<file path="config.mk">
export PLATFORM = sky130hd
export DESIGN_NAME = ocpws_ctrl
export DESIGN_NICKNAME = d
export VERILOG_FILES = /design/src/core/ocpws_pkg.sv /design/src/core/ocpws_ctrl.sv
export VERILOG_INCLUDE_DIRS = /design/src /design/src/core
export SDC_FILE = /design/constraint.sdc
export NUM_CORES = 1
export LEC_CHECK = 0
export BUFFER_PORTS_ARGS = -buffer_cell sky130_fd_sc_hd__buf_2
export CELL_PAD_IN_SITES_DETAIL_PLACEMENT = 0
export CELL_PAD_IN_SITES_GLOBAL_PLACEMENT = 1
export CORE_UTILIZATION = 39
export CTS_CLUSTER_SIZE = 8
export DETAILED_ROUTE_END_ITERATION = 10
export PLACE_DENSITY = 0.86
export RECOVER_POWER = 50
export SYNTH_ARGS = -nofsm -noshare
export SYNTH_HDL_FRONTEND = slang
export SYNTH_SLANG_ARGS = --single-unit
</file>
<file path="constraint.sdc">
create_clock -name ref_clk_i -period 2.5 [get_ports ref_clk_i]
set_clock_uncertainty 0.2 [all_clocks]
set_input_delay 0.5 -clock ref_clk_i [delete_from_list [all_inputs] [get_ports ref_clk_i]]
set_output_delay 0.5 -clock ref_clk_i [all_outputs]
set_load 0.01 [all_outputs]
</file>
<file path="src/core/ocpws_map.svh">
`ifndef OCPWS_MAP_SVH
`define OCPWS_MAP_SVH
// Register byte offsets
`define OCPWS_SYSCTL_OFF 12'h000
`define OCPWS_OSCCTL_OFF 12'h004
`define OCPWS_STBYCTL_OFF 12'h008
`define OCPWS_PLL_USE_SELECT_OFF 12'h00C
// Reset values
`define OCPWS_SYSCTL_RST 32'h0001_0000
`define OCPWS_OSCCTL_RST 32'h8001_0000
`define OCPWS_STBYCTL_RST 32'h0000_0103
`define OCPWS_PLL_USE_SELECT_RST 32'h0000_D01E
// Writable bit masks, everything else reads as zero except the warm-up status bit
`define OCPWS_SYSCTL_WMASK 32'h0003_1707
`define OCPWS_OSCCTL_WMASK 32'hFFFF_F30C
`define OCPWS_STBYCTL_WMASK 32'h0003_0307
`define OCPWS_PLL_USE_SELECT_WMASK 32'h0000_F7FF
// Oscillator control fields
`define OCPWS_WU_COUNT_HI 31
`define OCPWS_WU_COUNT_LO 20
`define OCPWS_WU_SRC_BIT 19
`define OCPWS_XPIN_BIT 18
`define OCPWS_OSC_SEL_BIT 17
`define OCPWS_INT_EN_BIT 16
`define OCPWS_EXT_EN_BIT 8
`define OCPWS_PLL_RUN_BIT 2
`define OCPWS_WU_BUSY_BIT 1
`define OCPWS_WU_START_BIT 0
// Standby control fields
`define OCPWS_DRIVE_BIT 16
`define OCPWS_MODE_HI 2
`define OCPWS_MODE_LO 0
`define OCPWS_MODE_STOP 3'h1
`define OCPWS_MODE_IDLE 3'h3
// System control fields
`define OCPWS_PSRC_BIT 12
`define OCPWS_PRESCALER_DIVIDE_SELECT_HI 10
`define OCPWS_PRESCALER_DIVIDE_SELECT_LO 8
`define OCPWS_GEAR_HI 2
`define OCPWS_GEAR_LO 0
// PLL selection fields
`define OCPWS_PLL_USE_BIT 0
`define OCPWS_PLL_MULT_HI 10
`define OCPWS_PLL_MULT_LO 1
`define OCPWS_PLL_UPPER_HI 15
`define OCPWS_PLL_UPPER_LO 12
// Warm-up field value is scaled by sixteen source cycles
`define OCPWS_WU_SHIFT 4
`endif

</file>
<file path="src/core/ocpws_pkg.sv">
package ocpws_pkg;
   // Power state of the core
   typedef enum logic [1:0] {
      OCPWS_RUN  = 2'b00,
      OCPWS_IDLE = 2'b01,
      OCPWS_STOP = 2'b10,
      OCPWS_WARM = 2'b11
   } ocpws_state_t;
endpackage

</file>
<file path="src/core/ocpws_ctrl.sv">
// Added by the designer: the APB interface to the registers and the placing of the registers.
`timescale 1ns/1ns
`include "ocpws_map.svh"
// Function
// - Warm-up source bit: 0 internal, 1 external; aux bit 3 written 0.
// - Crystal pin switch: 0 port M function, 1 external oscillator pins.
// - Switch set blocks port M; refused while port M registers non-default.
// - Oscillator select: 0 internal, 1 external fast source.
// - Bit 16 enables internal oscillator, bit 8 enables external.
// - PLL run bit, 0 stop, 1 run, resets to 0.
// - Warm-up status reads 1 while counting, 0 when done.
// - Writing 1 to start bit launches warm-up; 0 does nothing.
// - Pin-drive bit keeps pins active in STOP when 1.
// - Mode field 001 STOP, 011 IDLE, taken on wait-for-interrupt.
// - PLL use bit: 0 oscillator clock, 1 PLL output; resets 0.
// - Gear divides fast clock 1..16; prescaler divides 1..32.
// - Reset: internal osc on, external off, PLL off, gear undivided.
// - STOP release by interrupt auto-starts warm-up, holds core halted.
// - Warm-up counts field value times sixteen source cycles.
// - Twelve-bit warm-up count field at bits 31 to 20.
// - Gear 000 undivided, 100..111 divide by 2,4,8,16.
// - Peripheral source: 0 gear clock, 1 undivided fast clock.
// - Prescaler codes 000..101 divide by 1..32.
module ocpws_ctrl (
   input wire logic ref_clk_i, // System clock, 125 MHz
   input wire logic srst_i, // Synchronous reset, active high
   input wire logic psel_i, // APB select
   input wire logic penable_i, // APB access phase
   input wire logic pwrite_i, // APB direction
   input wire logic [11:0] paddr_i, // APB byte address
   input wire logic [31:0] pwdata_i, // APB write data
   output logic [31:0] prdata_o, // APB read data
   output logic pready_o, // APB ready
   output logic pslverr_o, // APB error, unmapped address
   input wire logic portm_nondefault_i, // Port M control regs differ from reset
   input wire logic wfi_i, // Core executed wait-for-interrupt, pulse
   input wire logic wake_irq_i, // Release interrupt, pulse
   output logic crystal_pin_switch_o, // Crystal pins to oscillator, port M blocked
   output logic internal_osc_enable_o, // Internal oscillator runs
   output logic external_osc_enable_o, // External oscillator runs
   output logic osc_select_o, // Fast source: 1 external
   output logic pll_run_o, // PLL runs
   output logic pll_use_select_o, // Fast clock from PLL
   output logic [9:0] pll_multiplier_setting_o, // PLL multiplier field
   output logic [3:0] pll_setup_upper_o, // PLL upper setup field
   output logic [2:0] gear_shift_o, // Fast-to-gear divide exponent
   output logic peripheral_source_select_o, // Peripheral clock from fast clock
   output logic [2:0] prescaler_shift_o, // Prescaler divide exponent
   output logic warmup_source_select_o, // Warm-up counts external source
   output logic warmup_busy_o, // Warm-up timer running
   output logic stop_pin_drive_o, // Pins stay active in STOP
   output logic core_halt_o, // Processor held, system clock withheld
   output logic stop_mode_o // Device is in STOP
);

   // Warm-up is a count of source cycles, field times sixteen
   // Low four bits of the count are implied zero
   function automatic logic [15:0] wu_cycles(input logic [11:0] field);
      wu_cycles = {field, 4'h0};
   endfunction

   // Merges a bus write into a register, touching only its writable bits
   function automatic logic [31:0] merge_wr(input logic [31:0] old_val,
      input logic [31:0] wd, input logic [31:0] mask);
      merge_wr = (old_val & ~mask) | (wd & mask);
   endfunction

   // Exact offset compare; anything else is unmapped and answers with an error
   function automatic logic addr_hit(input logic [11:0] addr, input logic [11:0] off);
      addr_hit = addr == off;
   endfunction

   // Register images, their next values and the bus answer flops
   logic [31:0] sys_reg, sys_next;
   logic [31:0] osc_reg, osc_next;
   logic [31:0] stby_reg, stby_next;
   logic [31:0] pll_reg, pll_next;
   logic pready_reg;
   logic [31:0] prdata_reg;
   logic pslverr_reg;
   logic [15:0] wu_cnt_reg, wu_cnt_next;
   logic wu_busy_reg, wu_busy_next;
   ocpws_pkg::ocpws_state_t state_reg, state_next;
   logic [2:0] gear_shift_reg;
   logic [2:0] presc_shift_reg;

   // Bus decode; the access completes one cycle after penable rises
   // Address, direction and data are held by the master until that edge
   wire access_w = psel_i & penable_i;
   wire commit_w = access_w & pready_reg;
   wire hit_sys_w = addr_hit(paddr_i, `OCPWS_SYSCTL_OFF);
   wire hit_osc_w = addr_hit(paddr_i, `OCPWS_OSCCTL_OFF);
   wire hit_stby_w = addr_hit(paddr_i, `OCPWS_STBYCTL_OFF);
   wire hit_pll_w = addr_hit(paddr_i, `OCPWS_PLL_USE_SELECT_OFF);
   wire mapped_w = hit_sys_w | hit_osc_w | hit_stby_w | hit_pll_w;
   wire wr_w = commit_w & pwrite_i;
   wire wr_sys_w = wr_w & hit_sys_w;
   wire wr_osc_w = wr_w & hit_osc_w;
   wire wr_stby_w = wr_w & hit_stby_w;
   wire wr_pll_w = wr_w & hit_pll_w;

   // Switch is refused while port M is configured; clearing always allowed
   // The port M block watches the switch output and locks its own registers
   wire xpin_refuse_w = pwdata_i[`OCPWS_XPIN_BIT] & ~osc_reg[`OCPWS_XPIN_BIT] &
      portm_nondefault_i;
   wire [31:0] osc_wdata_w = xpin_refuse_w ?
      {pwdata_i[31:19], 1'b0, pwdata_i[17:0]} : pwdata_i;

   // Masked writes keep read-only bits at their stored value
   // Reserved writable bits keep what software wrote, so they read back
   assign sys_next = wr_sys_w ?
      merge_wr(sys_reg, pwdata_i, `OCPWS_SYSCTL_WMASK) : sys_reg;
   assign osc_next = wr_osc_w ?
      merge_wr(osc_reg, osc_wdata_w, `OCPWS_OSCCTL_WMASK) : osc_reg;
   assign stby_next = wr_stby_w ?
      merge_wr(stby_reg, pwdata_i, `OCPWS_STBYCTL_WMASK) : stby_reg;
   assign pll_next = wr_pll_w ?
      merge_wr(pll_reg, pwdata_i, `OCPWS_PLL_USE_SELECT_WMASK) : pll_reg;

   // Read mux; status bit is live, start bit reads zero
   // Unmapped offsets read zero alongside the error flag
   wire [31:0] osc_rd_w = {osc_reg[31:2], wu_busy_reg, 1'b0};
   wire [31:0] rd_w = hit_sys_w ? sys_reg :
      hit_osc_w ? osc_rd_w :
      hit_stby_w ? stby_reg :
      hit_pll_w ? pll_reg : 32'h0000_0000;

   // Power mode sequencing
   // wfi and wake are one-cycle pulses from logic on this same clock
   wire [2:0] mode_w = stby_reg[`OCPWS_MODE_HI:`OCPWS_MODE_LO];
   wire warm_done_w = wu_busy_reg & (wu_cnt_reg == 16'h0001);
   wire sw_start_w = wr_osc_w & pwdata_i[`OCPWS_WU_START_BIT];
   wire stop_release_w = (state_reg == ocpws_pkg::OCPWS_STOP) & wake_irq_i;
   wire wu_start_w = sw_start_w | stop_release_w;
   // Count comes from the value being written, so one write can set it and start
   wire [15:0] wu_load_w = wu_cycles(osc_next[`OCPWS_WU_COUNT_HI:`OCPWS_WU_COUNT_LO]);

   // Next state for RUN, IDLE, STOP and the warm-up that follows STOP
   always_comb begin
      state_next = state_reg;
      case (state_reg)
         ocpws_pkg::OCPWS_RUN: begin
            // The mode chosen in the field is entered on wait-for-interrupt
            if (wfi_i && mode_w == `OCPWS_MODE_STOP) begin
               state_next = ocpws_pkg::OCPWS_STOP;
            end else if (wfi_i && mode_w == `OCPWS_MODE_IDLE) begin
               state_next = ocpws_pkg::OCPWS_IDLE;
            end
         end
         ocpws_pkg::OCPWS_IDLE: begin
            if (wake_irq_i) begin
               state_next = ocpws_pkg::OCPWS_RUN;
            end
         end
         ocpws_pkg::OCPWS_STOP: begin
            if (wake_irq_i) begin
               state_next = ocpws_pkg::OCPWS_WARM;
            end
         end
         ocpws_pkg::OCPWS_WARM: begin
            // A zero count ends at once rather than wrapping
            if (warm_done_w || !wu_busy_reg) begin
               state_next = ocpws_pkg::OCPWS_RUN;
            end
         end
         default: begin
            state_next = ocpws_pkg::OCPWS_RUN;
         end
      endcase
   end

   // Warm-up timer; a start in the finishing cycle restarts it
   // Each start reloads the count from the field; nothing carries over
   always_comb begin
      wu_cnt_next = wu_cnt_reg;
      wu_busy_next = wu_busy_reg;
      if (wu_start_w) begin
         wu_cnt_next = wu_load_w;
         wu_busy_next = wu_load_w != 16'h0000;
      end else if (warm_done_w) begin
         wu_cnt_next = 16'h0000;
         wu_busy_next = 1'b0;
      end else if (wu_busy_reg) begin
         wu_cnt_next = wu_cnt_reg - 16'h0001;
      end
   end

   // Gear code to divide exponent; reserved codes stay undivided
   wire [2:0] gear_w = sys_reg[`OCPWS_GEAR_HI:`OCPWS_GEAR_LO];
   wire [2:0] gear_shift_w = gear_w[2] ? {1'b0, gear_w[1:0]} + 3'h1 : 3'h0;
   // Prescaler code is the exponent; reserved codes hold at divide by 32
   wire [2:0] prescaler_divide_select_w = sys_reg[`OCPWS_PRESCALER_DIVIDE_SELECT_HI:`OCPWS_PRESCALER_DIVIDE_SELECT_LO];
   wire [2:0] presc_shift_w = (prescaler_divide_select_w > 3'h5) ? 3'h5 : prescaler_divide_select_w;

   // Bus handshake registers
   // One wait state keeps read data registered without a bypass path
   always_ff @(posedge ref_clk_i) begin
      if (srst_i) begin
         pready_reg <= 1'b0;
         prdata_reg <= 32'h0000_0000;
         pslverr_reg <= 1'b0;
      end else begin
         pready_reg <= access_w & ~pready_reg;
         prdata_reg <= (access_w & ~pready_reg & ~pwrite_i) ? rd_w : 32'h0000_0000;
         pslverr_reg <= access_w & ~pready_reg & ~mapped_w;
      end
   end

   // Control registers; reset leaves the internal oscillator as the only clock
   // The external oscillator, the PLL and its use bit all come up off
   always_ff @(posedge ref_clk_i) begin
      if (srst_i) begin
         sys_reg <= `OCPWS_SYSCTL_RST;
         osc_reg <= `OCPWS_OSCCTL_RST;
         stby_reg <= `OCPWS_STBYCTL_RST;
         pll_reg <= `OCPWS_PLL_USE_SELECT_RST;
      end else begin
         sys_reg <= sys_next;
         osc_reg <= osc_next;
         stby_reg <= stby_next;
         pll_reg <= pll_next;
      end
   end

   // Warm-up and power state
   always_ff @(posedge ref_clk_i) begin
      if (srst_i) begin
         wu_cnt_reg <= 16'h0000;
         wu_busy_reg <= 1'b0;
         state_reg <= ocpws_pkg::OCPWS_RUN;
      end else begin
         wu_cnt_reg <= wu_cnt_next;
         wu_busy_reg <= wu_busy_next;
         state_reg <= state_next;
      end
   end

   // Decoded divider exponents, registered so outputs come from flops
   // Registering costs one cycle after a write, harmless to a clock divider
   always_ff @(posedge ref_clk_i) begin
      if (srst_i) begin
         gear_shift_reg <= 3'h0;
         presc_shift_reg <= 3'h0;
      end else begin
         gear_shift_reg <= gear_shift_w;
         presc_shift_reg <= presc_shift_w;
      end
   end

   // Halt and STOP flags are registered from the next-state value, not the state flop
   // Following the next state lets halt rise on the edge that takes wfi
   wire halted_w = state_reg != ocpws_pkg::OCPWS_RUN;
   wire in_stop_w = state_reg == ocpws_pkg::OCPWS_STOP;
   logic core_halt_reg;
   logic stop_reg;
   always_ff @(posedge ref_clk_i) begin
      if (srst_i) begin
         core_halt_reg <= 1'b0;
         stop_reg <= 1'b0;
      end else begin
         core_halt_reg <= state_next != ocpws_pkg::OCPWS_RUN;
         stop_reg <= state_next == ocpws_pkg::OCPWS_STOP;
      end
   end

   // Bus outputs
   // Error and data are registered with ready, so all three move together
   assign prdata_o = prdata_reg;
   assign pready_o = pready_reg;
   assign pslverr_o = pslverr_reg;

   // Clock tree controls straight from register fields; divider exponents come from their decode flops
   // The clock switching itself sits in the clock tree outside this block
   assign crystal_pin_switch_o = osc_reg[`OCPWS_XPIN_BIT];
   assign internal_osc_enable_o = osc_reg[`OCPWS_INT_EN_BIT];
   assign external_osc_enable_o = osc_reg[`OCPWS_EXT_EN_BIT];
   assign osc_select_o = osc_reg[`OCPWS_OSC_SEL_BIT];
   assign pll_run_o = osc_reg[`OCPWS_PLL_RUN_BIT];
   assign pll_use_select_o = pll_reg[`OCPWS_PLL_USE_BIT];
   assign pll_multiplier_setting_o = pll_reg[`OCPWS_PLL_MULT_HI:`OCPWS_PLL_MULT_LO];
   assign pll_setup_upper_o = pll_reg[`OCPWS_PLL_UPPER_HI:`OCPWS_PLL_UPPER_LO];
   assign gear_shift_o = gear_shift_reg;
   assign peripheral_source_select_o = sys_reg[`OCPWS_PSRC_BIT];
   assign prescaler_shift_o = presc_shift_reg;
   assign warmup_source_select_o = osc_reg[`OCPWS_WU_SRC_BIT];
   assign warmup_busy_o = wu_busy_reg;
   assign stop_pin_drive_o = stby_reg[`OCPWS_DRIVE_BIT];
   assign core_halt_o = core_halt_reg;
   assign stop_mode_o = stop_reg;

   // The state-flop mode flags drive nothing; they only feed an unused signal
   logic unused_ok;
   assign unused_ok = halted_w ^ in_stop_w;

endmodule

</file>
== Word level (Yosys, flattened, before mapping) ==
Index checks and enable logic that the tools add are counted.
Word-level totals
  register bits: 189
  input bits: 52
  output and inout port bits: 66
Operators by class
  add/subtract/negate cells: 2
  order comparisons: 1
  equality and inequality tests: 10
  mux-type cells: 18
  bitwise operators: 29
  reduce and logical (&&, ||, !) cells: 14
Operator list (count)
  two-way mux 32 bit: 5
  bitwise OR 32 x 18 -> 32 bit: 2
  two-way mux 16 bit: 3
  bitwise OR 12 x 32 -> 32 bit: 1
  bitwise OR 32 x 16 -> 32 bit: 1
  == test 12 x 4 -> 1 bit, second input constant: 2
  two-way mux 19 bit: 1
  == test 16 x 1 -> 1 bit, second input constant: 1
  nonzero test 16 bit: 1
  subtractor 16 x 1 -> 16 bit, second input constant: 1
  bitwise AND 1 bit: 15
  == test 12 x 3 -> 1 bit, second input constant: 1
  zero test 12 bit: 1
  two-way mux 2 bit: 5
  case mux 2 bit (4 select lines): 1
  == test 2 bit, second input constant: 3
  NOT 1 bit: 6
  OR reduction 2 bit: 3
  bitwise OR 1 bit: 4
  nonzero test 2 bit: 2
  adder 2 x 1 -> 3 bit, second input constant: 1
  == test 3 x 1 -> 1 bit, second input constant: 1
  == test 3 x 2 -> 1 bit, second input constant: 1
  greater-than comparator 3 bit, second input constant: 1
  9 further kinds: 11

== Logic depth before layout (Yosys ltp) ==
Gate-level depths: netlist of run 1.
  word-level depth: 8
  depth in mapped cells: 8
  depth with buffers taken out: 7

== Worst setup path before layout of run 1 ==
OpenSTA, ideal clock, no wires.
  kind: input -> register
  start point: input paddr_i[5]
  end point: register sys_reg[16]
  library setup time: 0.120 ns
  arrival: 1.845 ns
  path slack: 0.336 ns
  cell stages on the path: 6
  path through: nor4_4 nand3_4 buf_4 nor4_4 nor2_1 a211o_1
Between the ends
  cells in the longest elaborated chain, start to end: 2
RTL lines
  start, declared: RTL line ocpws_ctrl.sv:30  | input wire logic [11:0] paddr_i,
  zero test 12 bit: RTL line ocpws_ctrl.sv:70  | addr_hit = addr == off;
  bitwise AND 1 bit: RTL line ocpws_ctrl.sv:97  | wire wr_sys_w = wr_w & hit_sys_w;
  end signal, assigned: RTL line ocpws_ctrl.sv:213  | sys_reg <= `OCPWS_SYSCTL_RST;
  end signal, assigned: RTL line ocpws_ctrl.sv:218  | sys_reg <= sys_next;
  end, declared: RTL line ocpws_ctrl.sv:74  | logic [31:0] sys_reg, sys_next;
No other way between the ends.
A chain may end at the register's enable or synchronous reset.

== Worst setup path in the final report of run 1 ==
  start point: register wu_cnt_reg[11]
  end point: register wu_cnt_reg[8]
Between the ends
  cells in the longest elaborated chain, start to end: 4
  elaborated cells between the ends (all ways): 5
  those cells by class: eq/ne (1); mux (2); bitwise (1); reduce/logical (1)
RTL lines
  start, declared: RTL line ocpws_ctrl.sv:81  | logic [15:0] wu_cnt_reg, wu_cnt_next;
  start signal, assigned: RTL line ocpws_ctrl.sv:232  | wu_cnt_reg <= wu_cnt_next;
  == test 16 x 1 -> 1 bit (*): RTL line ocpws_ctrl.sv:131  | wire warm_done_w = wu_busy_reg & (wu_cnt_reg == 16'h0001);
  bitwise AND 1 bit (*): RTL line ocpws_ctrl.sv:131
  two-way mux 16 bit: RTL line ocpws_ctrl.sv:180  | end else if (warm_done_w) begin
  two-way mux 16 bit: RTL line ocpws_ctrl.sv:177  | if (wu_start_w) begin
Mark *: on every way between the ends. The rest lies on a longest branch, timed or not.

==> results.py, run 1 <==
metrics = {
    "timing": {
        "worst_pin_slew_ps": 847,
        "final_hold_viol_count": 0,
        "period_share": 0.932,
        "max_freq_ghz": 0.429,
        "drv_slew": 0,
        "rsz0062_at_grt": "false",
        "setup_tns_ps": 0,
        "max_slew_margin": 0.435,
        "setup_viol": 0,
        "fin_crit_ps": 2330,
    },
    "placed_design": {
        "dp_cells": 787,
        "port_buffers": 116,
        "dp_hpwl_mm": 9.15,
        "gp_congestion": 0.832,
        "place_area_mm2": 0.00563,
    },
    "route": {
        "postRouteAntennaNets": 0,
        "dr_total_vias": 4373,
        "wire_per_inst_um": 16.0,
        "drcViolationCount": 0,
        "drtPass1Iterations": 4,
        "vias_per_cell": 5.34,
        "drt-initial-drc-count": 184,
        "wirelength_mm": 13.1,
    },
    "run": {
        "maxCapViolations": 0,
    },
    "floorplan": {
        "io-pin-count": 118,
        "start_util": 0.399,
        "dieArea_mm2": 0.0127,
        "rows": 40,
        "die_y_um": 113,
        "core_mm2": 0.0120,
        "die_x_um": 113,
    },
    "critical_path": {
        "r2r_cells": 5,
        "slowest_stage": "or4_4",
        "crit_path_max_incr_delay_ps": 600,
        "reg2reg_slack_ps": 170,
        "startpoint_type": "flip-flop",
        "crit_required_ps": 2550,
        "critPathMaxFanout": 7,
        "cp-end-kind": "flip-flop",
        "worstReg2RegStart": "wu_cnt_reg[11]$_SDFFE_PP0P_",
        "crit_end": "wu_cnt_reg[8]$_SDFFE_PP0P_",
        "critPathLaunch": "wu_cnt_reg[11]$_SDFFE_PP0P_",
        "worst-endpoint-arrival_ps": 2380,
        "timing.rr.end": "wu_cnt_reg[8]$_SDFFE_PP0P_",
        "crit_type": "reg -> reg",
        "crit_chain": "or4_4, nor4_1, a2111oi_1, a211oi_2, a211oi_1",
    },
    "power_and_ir_drop": {
        "power_mw": 4.28,
        "ir_drop_uv": 442,
        "p_per_area_mw_per_mm2": 704,
        "power.leakage_nw": 2.33,
    },
    "logic_synthesis": {
        "synth_enable_flop_cells": 0,
        "synth_cell_type_count": 58,
        "ys.flop_type": "dfxtp_1",
        "syn_area_per_cell_um2": 9.05,
        "synthArstFlopShare": 0,
        "synth_area_mm2": 0.00477,
        "synth_seq_area_share": 0.487,
        "yosysTopAreaCell": "dfxtp_1",
        "ys_ff_latch": 116,
        "synth_top_area_share": 0.487,
        "syn_inst": 527,
        "syn-num-nets": 582,
        "yosys_warnings": 0,
        "synth_area_leaders": "dfxtp_1 (49%), nand2_1 (6.7%), a21oi_1 (4.7%)",
    },
    "layout": {
        "diodes": 0,
        "fin_nets": 714,
        "final_area_mm2": 0.00608,
        "fillers": 1134,
        "instances_no_fill": 819,
        "fin_util": 0.508,
        "largest_register_ffs": 32,
        "final_common_cell": "dfxtp_1",
        "drive_gt1_frac": 0.193,
        "final_cell_mix": "dfxtp_1 (116), nand2_1 (85), clkbuf_1 (70)",
        "syn_to_final_growth_pct": 27.5,
    },
    "global_route": {
        "overflow": 0,
        "antenna_found_initial": 0,
        "grt_pass1_vias": 4365,
        "grt_max_degree": 83,
        "grt_pass1_wl_mm": 21.4,
        "grt_util_all_layers": 0.216,
    },
    "clocking": {
        "cts_setup_buffers": 0,
        "cts_tree": "done",
        "cts.reportedPaths.clkPinSlew_ps": 50,
        "ctsHoldBuffers": 0,
        "clock_path_buffers": 2,
        "clk_latency_ps": 400,
        "postCtsResizedCells": 0,
        "cts-root-buf": "clkbuf_16",
        "cts_sinks": 116,
        "cts_buffers": 17,
        "htreeDepth": 4,
    },
    "worst_hold_path": {
        "min_path_type": "in -> reg",
    },
    "outcome": {
        "status": "completed",
    },
}
per-stage QoR:
| step | hold WS (ps) | setup slack (ps) |
|---|---|---|
| 6_report | 108 | 171 |
| 5_1_grt | 113 | 14.2 |
| 4_1_cts | 81.7 | 172 |
| 3_5_place_dp | 245 | 129 |
| 3_3_place_gp | 236 | 164 |
| 2_1_floorplan | 229 | 336 |
worst min-delay path by stage:
stage	start	depth (start not counted)	end	slack, ps
final	pwdata_i[4]	3	pll_reg[4]$_SDFFE_PP1P_	110
after detailed placement	sys_reg[17]$_SDFFE_PP0P_	2	sys_reg[17]$_SDFFE_PP0P_	240
after global placement	osc_reg[12]$_SDFFE_PP0N_	2	osc_reg[12]$_SDFFE_PP0N_	240
after CTS	srst_i	2	pready_o$_SDFF_PP0_	80
after global routing	pwdata_i[15]	3	pll_reg[15]$_SDFFE_PP1P_	110
after floorplan	osc_reg[12]$_SDFFE_PP0N_	2	osc_reg[12]$_SDFFE_PP0N_	230
layer usage:
layer	GRT usage	vias up	part of all wire
li1	-	2130	-
met3	0.0589	23	0.064
met4	0.0836	0	0.019
met2	0.372	142	0.49
met1	0.257	2078	0.43
met5	0	-	0
critical path, delay by kind of cell (launching register included):
family,cells,cell delay [ps]
and+or+nand+nor,2,1110
AOI/OAI and AO/OA,3,490
DFF,1,370
cell families (layout without fill, tap and decap cells):
group	count (synthesis)	count (layout)	synth area share
adder cells (fa/ha/maj)	3	3	0.00787
multiplexers	20	20	0.0433
buffers and inverters	42	187	0.0396
flip-flops	116	116	0.487
AO/OA/AOI/OAI	102	102	0.141
other	1	1	0.000786
AND/OR/NAND/NOR	242	242	0.279
XOR/XNOR	1	1	0.00184
area by class of cell:
type                       count  area (um^2)  share of cell area
inverter                      11         41.3             0.00679
sequential                   116         2320               0.382
timing repair buffer         144          726               0.119
multi-input combinational    369         2250               0.369
clock buffer                  21          460              0.0757
clock inverter                11          103              0.0169
tap                          147          184              0.0302
report_power, final:
part | leakage, nW | internal, mW | switching [mW]
clock network | 0.270 | 1.42 | 0.868
logic | 1.12 | 0.0517 | 0.0815
registers | 0.936 | 1.85 | 0.00324
synth_stat cells, types with 3 or more instances:
library cell and instances:
or3_1 4, nor3_2 4, nor4_4 5, a221oi_1 3, nand3b_1 9, nor2b_1 4, nor2_1 41, nand2_1 85
dfxtp_1 116, or4_1 3, and3_1 5, o21ai_0 7, a211oi_1 11, a211o_1 5, inv_1 11, nand3_1 6
a22oi_1 11, nand4_1 5, and2_1 23, mux2i_1 15, nor3b_1 4, nor4_1 8, a21oi_1 45, mux2_2 5
clkbuf_1 19, nor3_1 23, ha_1 3, buf_2 7
No activity file was read; power rests on OpenSTA's default activity.
==> inputs of run 2 (changes only) <==
CORE_ASPECT_RATIO = 2   (was unset)
CORE_UTILIZATION = 35   (was 39)
PLACE_DENSITY = 0.8   (was 0.86)
==> run 2 against run 1 <==
The flow now finishes with violations (design-rule violations). First-iteration DRC count up 13%. Flip-flop and latch count did not move. Critical path depth rose by 1. Worst hold slack got worse by 7.3 ps. Die area rose by 11%. Sequential power barely moved. Non-clock buffer count increased by 1. Critical path type unchanged.
==> results.py, run 2 (synthesis gave the netlist of run 1 again) <==
metrics = {
    "clocking": {
        "cts_setup_buffers": 0,
        "cts.reportedPaths.clkPinSlew_ps": 60,
        "clock_path_buffers": 2,
        "htreeDepth": 4,
        "ctsHoldBuffers": 0,
        "cts_buffers": 17,
        "cts_tree": "done",
        "postCtsResizedCells": 0,
        "cts_sinks": 116,
        "clk_latency_ps": 410,
        "cts-root-buf": "clkbuf_16",
    },
    "route": {
        "drt-initial-drc-count": 208,
        "drcViolationCount": 2,
        "dr_total_vias": 4353,
        "wire_per_inst_um": 17.3,
        "drtPass1Iterations": 7,
        "vias_per_cell": 5.26,
        "wirelength_mm": 14.3,
        "postRouteAntennaNets": 0,
    },
    "placed_design": {
        "gp_congestion": 0.884,
        "place_area_mm2": 0.00564,
        "dp_hpwl_mm": 10.6,
        "dp_worst_setup_slack_ps": -8.99,
        "dp_cells": 796,
        "port_buffers": 116,
    },
    "global_route": {
        "grt_pass1_vias": 4470,
        "overflow": 0,
        "grt_util_all_layers": 0.207,
        "grt_pass1_wl_mm": 22.5,
        "antenna_found_initial": 0,
        "grt_max_degree": 83,
    },
    "floorplan": {
        "start_util": 0.357,
        "die_y_um": 167,
        "rows": 60,
        "io-pin-count": 118,
        "core_mm2": 0.0134,
        "die_x_um": 84.5,
        "dieArea_mm2": 0.0141,
    },
    "critical_path": {
        "slowest_stage": "or4_4",
        "critPathLaunch": "wu_cnt_reg[11]$_SDFFE_PP0P_",
        "critPathMaxFanout": 7,
        "cp-end-kind": "flip-flop",
        "crit_chain": "or4_4, nor4_4, buf_4, nor2_1, a211oi_2, a211oi_1",
        "worst-endpoint-arrival_ps": 2400,
        "crit_type": "reg -> reg",
        "path_buf_inv": 1,
        "crit_path_max_incr_delay_ps": 600,
        "critPathTopFamily": "simple AND/OR/NAND/NOR gates",
        "crit_required_ps": 2550,
        "startpoint_type": "flip-flop",
        "worstReg2RegStart": "wu_cnt_reg[11]$_SDFFE_PP0P_",
    },
    "layout": {
        "fin_nets": 715,
        "final_common_cell": "dfxtp_1",
        "instances_no_fill": 828,
        "final_cell_mix": "dfxtp_1 (116), nand2_1 (85), clkbuf_1 (67)",
        "syn_to_final_growth_pct": 28.9,
        "final_area_mm2": 0.00615,
        "largest_register_ffs": 32,
        "diodes": 0,
        "drive_gt1_frac": 0.198,
    },
    "power_and_ir_drop": {
        "p_comb_frac": 0.029,
        "p_switching_mw": 0.983,
        "power_frac_seq": 0.414,
        "power.leakage_nw": 2.35,
        "p_int_mw": 3.51,
        "power_frac_clock": 0.557,
        "ir_drop_uv": 593,
        "p_per_area_mw_per_mm2": 731,
        "p_sw_frac": 0.219,
    },
    "timing": {
        "max_slew_margin": 0.433,
        "max_freq_ghz": 0.425,
        "drv_slew": 0,
        "period_share": 0.940,
        "rsz0062_at_grt": "false",
        "final_hold_viol_count": 0,
        "setup_tns_ps": 0,
        "worst_pin_slew_ps": 850,
        "setup_slack_ps": 150,
        "fin_crit_ps": 2350,
        "setup_viol": 0,
    },
    "worst_hold_path": {
        "min_path_type": "in -> reg",
        "min_from": "srst_i",
    },
    "outcome": {
        "status": "complete, but fails checks",
        "violations": "design-rule violations",
    },
    "run": {
        "maxCapViolations": 0,
    },
}
[run 2: cell count changes in the layout (fill, tap and decap cells not counted), moves of 2 or more]
| cell | delta |
|---|---|
| clkbuf_1 | -3 |
| buf_2 | +2 |
| bufinv_16 | +2 |
| clkinv_2 | -2 |
[run 2: power by group through the flow]
stage	Sequential, mW	Combinational [mW]	Clock [mW]
finish	1.86	0.132	2.50
detailed placement	1.90	0.135	0
floorplan	1.90	0.0538	0
global placement	1.90	0.131	0
global route	1.86	0.140	2.62
CTS	1.86	0.135	2.54
[run 2: layout make-up]
type,count,area [um^2]
inverters,11,41.3
multi-input cells,369,2240
clock buffers,18,439
repair buffers,145,734
flip-flops and latches,116,2320
clock inverters,14,178
well taps,155,194
fillers,1369,7220
[run 2: worst paths after layout]
kind                                 endpoint  cells past startpoint  slack (ps)
setup / recovery  wu_cnt_reg[13]$_SDFFE_PP0P_                      6         150
hold / removal            pready_o$_SDFF_PP0_                      2         100
setup reg to reg  wu_cnt_reg[13]$_SDFFE_PP0P_                      6         150
hold reg to reg      sys_reg[17]$_SDFFE_PP0P_                      2         250
[run 2: routing by layer]
metal,up-vias,track usage,wire [um]
li1,2131,-,-
met1,2073,0.189,4880
met2,110,0.409,8370
met3,39,0.0340,439
met4,0,0.131,637
met5,-,0,0
[run 2: through the flow]
stage | utilization | power [mW] | hold WS [ps]
after global placement | 0.422 | 2.03 | 236
final | 0.460 | 4.49 | 100
after CTS | 0.468 | 4.53 | 85.8
after detailed placement | 0.422 | 2.03 | 245
after global routing | 0.460 | 4.62 | 89.8
after floorplan | - | 1.95 | 229
==> inputs of run 3 (changes only) <==
ABC_AREA = 1   (was unset)
PLACE_DENSITY = 0.82   (was 0.8)
==> run 3 against run 2 <==
The run still ends with design-rule violations left. Synthesized cell count grew 19%. Critical endpoint is now prdata_o[12]$_SDFF_PP0_. Flip-flop and latch count is the same. Count of clock-buffer cells in the layout grew 4. Register-to-register slack gained 280 ps. Maximum frequency grew 6.2%. Synthesized area shrank 1.4%. Combinational power grew to 2.8 times the previous value. Utilization shrank 0.34 points.
==> results.py, run 3 <==
metrics = {
    "power_and_ir_drop": {
        "p_switching_mw": 1.08,
        "power_frac_seq": 0.421,
        "p_sw_frac": 0.239,
        "power.leakage_nw": 2.64,
        "p_per_area_mw_per_mm2": 759,
        "ir_drop_uv": 473,
        "power_frac_clock": 0.497,
        "p_int_mw": 3.44,
        "power_mw": 4.53,
        "p_comb_frac": 0.082,
    },
    "critical_path": {
        "slowest_stage": "clkbuf_1",
        "timing.rr.end": "wu_cnt_reg[14]$_SDFFE_PP0P_",
        "cpMostUsedCell": "nand2_1",
        "startpoint_type": "input pin",
        "worstReg2RegStart": "wu_cnt_reg[0]$_SDFFE_PP0P_",
        "crit_chain": "buf_2, nor2_1, nand2_1, nor2_4, nand2_1, inv_2, clkbuf_1, nand2_1, o211ai_1, o211ai_1, inv_1",
        "crit_type": "in -> reg",
        "r2r_cells": 9,
        "reg2reg_slack_ps": 430,
        "cp-end-kind": "flip-flop",
        "critPathMaxFanout": 18,
        "crit_path_max_incr_delay_ps": 670,
        "path_buf_inv": 4,
        "worst-endpoint-arrival_ps": 2370,
        "critPathTopFamily": "buffers and inverters",
        "crit_required_ps": 2660,
    },
    "logic_synthesis": {
        "synth_top_family_by_area": "simple AND/OR/NAND/NOR gates",
        "muxShareOfSynthArea": 0,
        "synth_most_common_cell": "dfxtp_1",
        "synth_area_leaders": "dfxtp_1 (49%), nand2_1 (8.6%), nor2_1 (6.5%)",
        "synth_compound_area_frac": 0.122,
        "synth_enable_flop_cells": 0,
        "ys.flop_type": "dfxtp_1",
        "synth_seq_area_share": 0.494,
        "syn_inst": 625,
        "ys_ff_latch": 116,
        "synthXorXnorAreaFrac": 0.0223,
        "netlist_top_cells_count": "dfxtp_1 (116), nand2_1 (108), nor2_1 (81), inv_1 (78)",
        "yosys_warnings": 0,
        "synth_top_area_share": 0.494,
        "synth_simple_gate_area_frac": 0.261,
        "yosysTopAreaCell": "dfxtp_1",
        "syn-num-nets": 680,
        "syn_area_per_cell_um2": 7.53,
        "synth_area_mm2": 0.00470,
        "synthAdderAreaFrac": 0.00798,
        "synth_cell_type_count": 34,
        "synthArstFlopShare": 0,
    },
    "floorplan": {
        "io-pin-count": 118,
        "die_y_um": 166,
        "die_x_um": 84.0,
        "start_util": 0.360,
        "dieArea_mm2": 0.0139,
        "rows": 59,
        "core_mm2": 0.0131,
    },
    "clocking": {
        "cts_tree": "done",
        "clock_path_buffers": 2,
        "htreeDepth": 4,
        "cts.reportedPaths.clkPinSlew_ps": 50,
        "cts_setup_buffers": 0,
        "cts_buffers": 17,
        "clk_latency_ps": 410,
        "cts-root-buf": "clkbuf_16",
        "postCtsResizedCells": 0,
        "ctsHoldBuffers": 0,
        "cts_sinks": 116,
    },
    "layout": {
        "final_common_cell": "dfxtp_1",
        "drive_gt1_frac": 0.154,
        "fillers": 1348,
        "fin_nets": 811,
        "multi_input_area_mm2": 0.00193,
        "largest_register_ffs": 32,
        "final_cell_mix": "dfxtp_1 (116), nand2_1 (108), nor2_1 (81)",
        "syn_to_final_growth_pct": 26.8,
        "ff_latch_area_mm2": 0.00232,
    },
    "worst_hold_path": {
        "worstHoldPathCells": 3,
        "min_path_type": "in -> reg",
        "min_from": "pwdata_i[16]",
        "min_to": "osc_reg[16]$_SDFFE_PP1N_",
    },
    "timing": {
        "max_slew_margin": 0.407,
        "final_hold_viol_count": 0,
        "setup_viol": 0,
        "drv_slew": 0,
        "fin_crit_ps": 2210,
        "rsz0062_at_grt": "false",
        "worst_pin_slew_ps": 889,
        "period_share": 0.886,
        "max_freq_ghz": 0.452,
        "setup_tns_ps": 0,
    },
    "route": {
        "dr_total_vias": 4573,
        "drtPass1Iterations": 10,
        "vias_per_cell": 4.97,
        "drcViolationCount": 5,
        "wirelength_mm": 14.0,
        "wire_per_inst_um": 15.2,
        "postRouteAntennaNets": 0,
        "drt-initial-drc-count": 197,
    },
    "placed_design": {
        "gp_congestion": 0.872,
        "dp_hpwl_mm": 10.6,
        "port_buffers": 116,
    },
    "global_route": {
        "grt_util_all_layers": 0.210,
        "overflow": 0,
        "antenna_found_initial": 1,
        "grt_pass1_vias": 4671,
        "grt_pass1_wl_mm": 22.7,
        "grt_max_degree": 44,
    },
    "outcome": {
        "violations": "design-rule violations",
        "status": "complete, but fails checks",
    },
    "run": {
        "maxCapViolations": 0,
    },
}
run 3: cell families (layout without fill, tap and decap cells):
logic type               after synthesis  in the layout
other                                  1              2
AND/OR/NAND/NOR                      277            277
buffers and inverters                109            252
adder cells (fa/ha/maj)                3              3
AO/OA/AOI/OAI                        107            107
flip-flops                           116            116
XOR/XNOR                              12             12
run 3: stage by stage:
stage / cells / instance area [um^2] / utilization / worst slack, ps / hold WS [ps]
5_1_grt: 921 / 5970 / 0.457 / 155 / 139
6_report: 921 / 5970 / 0.457 / 286 / 127
3_5_place_dp: 889 / 5530 / 0.423 / 149 / 239
3_3_place_gp: 889 / 5530 / 0.423 / 167 / 231
4_1_cts: 920 / 6080 / 0.466 / 457 / 123
2_1_floorplan: 625 / 4700 / - / 597 / 217
run 3: metal layers:
| layer | up-vias | wire length, um | global-route usage |
|---|---|---|---|
| met5 | - | 0 | 0 |
| met4 | 0 | 733 | 0.133 |
| met3 | 49 | 404 | 0.0353 |
| met2 | 132 | 7890 | 0.405 |
| met1 | 2120 | 5000 | 0.199 |
| li1 | 2272 | - | - |
run 3: worst reg2reg max path, delay by kind of cell, from the launching register on:
kind / cells / cell delay [ps]
simple gates: 6 / 940
flops: 1 / 340
xor+xnor: 1 / 190
fa+ha+maj: 1 / 180
buf+inv: 1 / 110
run 3: cell type report:
class | instances | share of cell area
repair buffers | 137 | 0.108
well taps | 152 | 0.0319
diodes | 1 | 0.000419
clock inverters | 9 | 0.0134
inverters | 84 | 0.0529
multi-input cells | 400 | 0.324
flip-flops and latches | 116 | 0.389
clock buffers | 22 | 0.0795
run 3: power by group through the flow:
stage | logic [mW] | clock network, mW | registers [mW]
after floorplan | 0.248 | 0 | 1.94
after global placement | 0.365 | 0 | 1.94
after CTS | 0.375 | 2.28 | 1.90
after global routing | 0.415 | 2.37 | 1.91
final | 0.371 | 2.25 | 1.91
after detailed placement | 0.372 | 0 | 1.94
run 3: worst max-delay path by stage:
stage | cells past startpoint | start | end | slack [ps]
4_1_cts | 9 | wu_cnt_reg[0]$_SDFFE_PP0P_ | wu_cnt_reg[14]$_SDFFE_PP0P_ | 460
3_5_place_dp | 15 | paddr_i[11] | wu_cnt_reg[6]$_SDFFE_PP0P_ | 150
5_1_grt | 11 | paddr_i[11] | prdata_o[12]$_SDFF_PP0_ | 160
2_1_floorplan | 9 | paddr_i[11] | sys_reg[10]$_SDFFE_PP0P_ | 600
3_3_place_gp | 15 | paddr_i[11] | wu_cnt_reg[6]$_SDFFE_PP0P_ | 170
6_report | 11 | paddr_i[11] | prdata_o[12]$_SDFF_PP0_ | 290
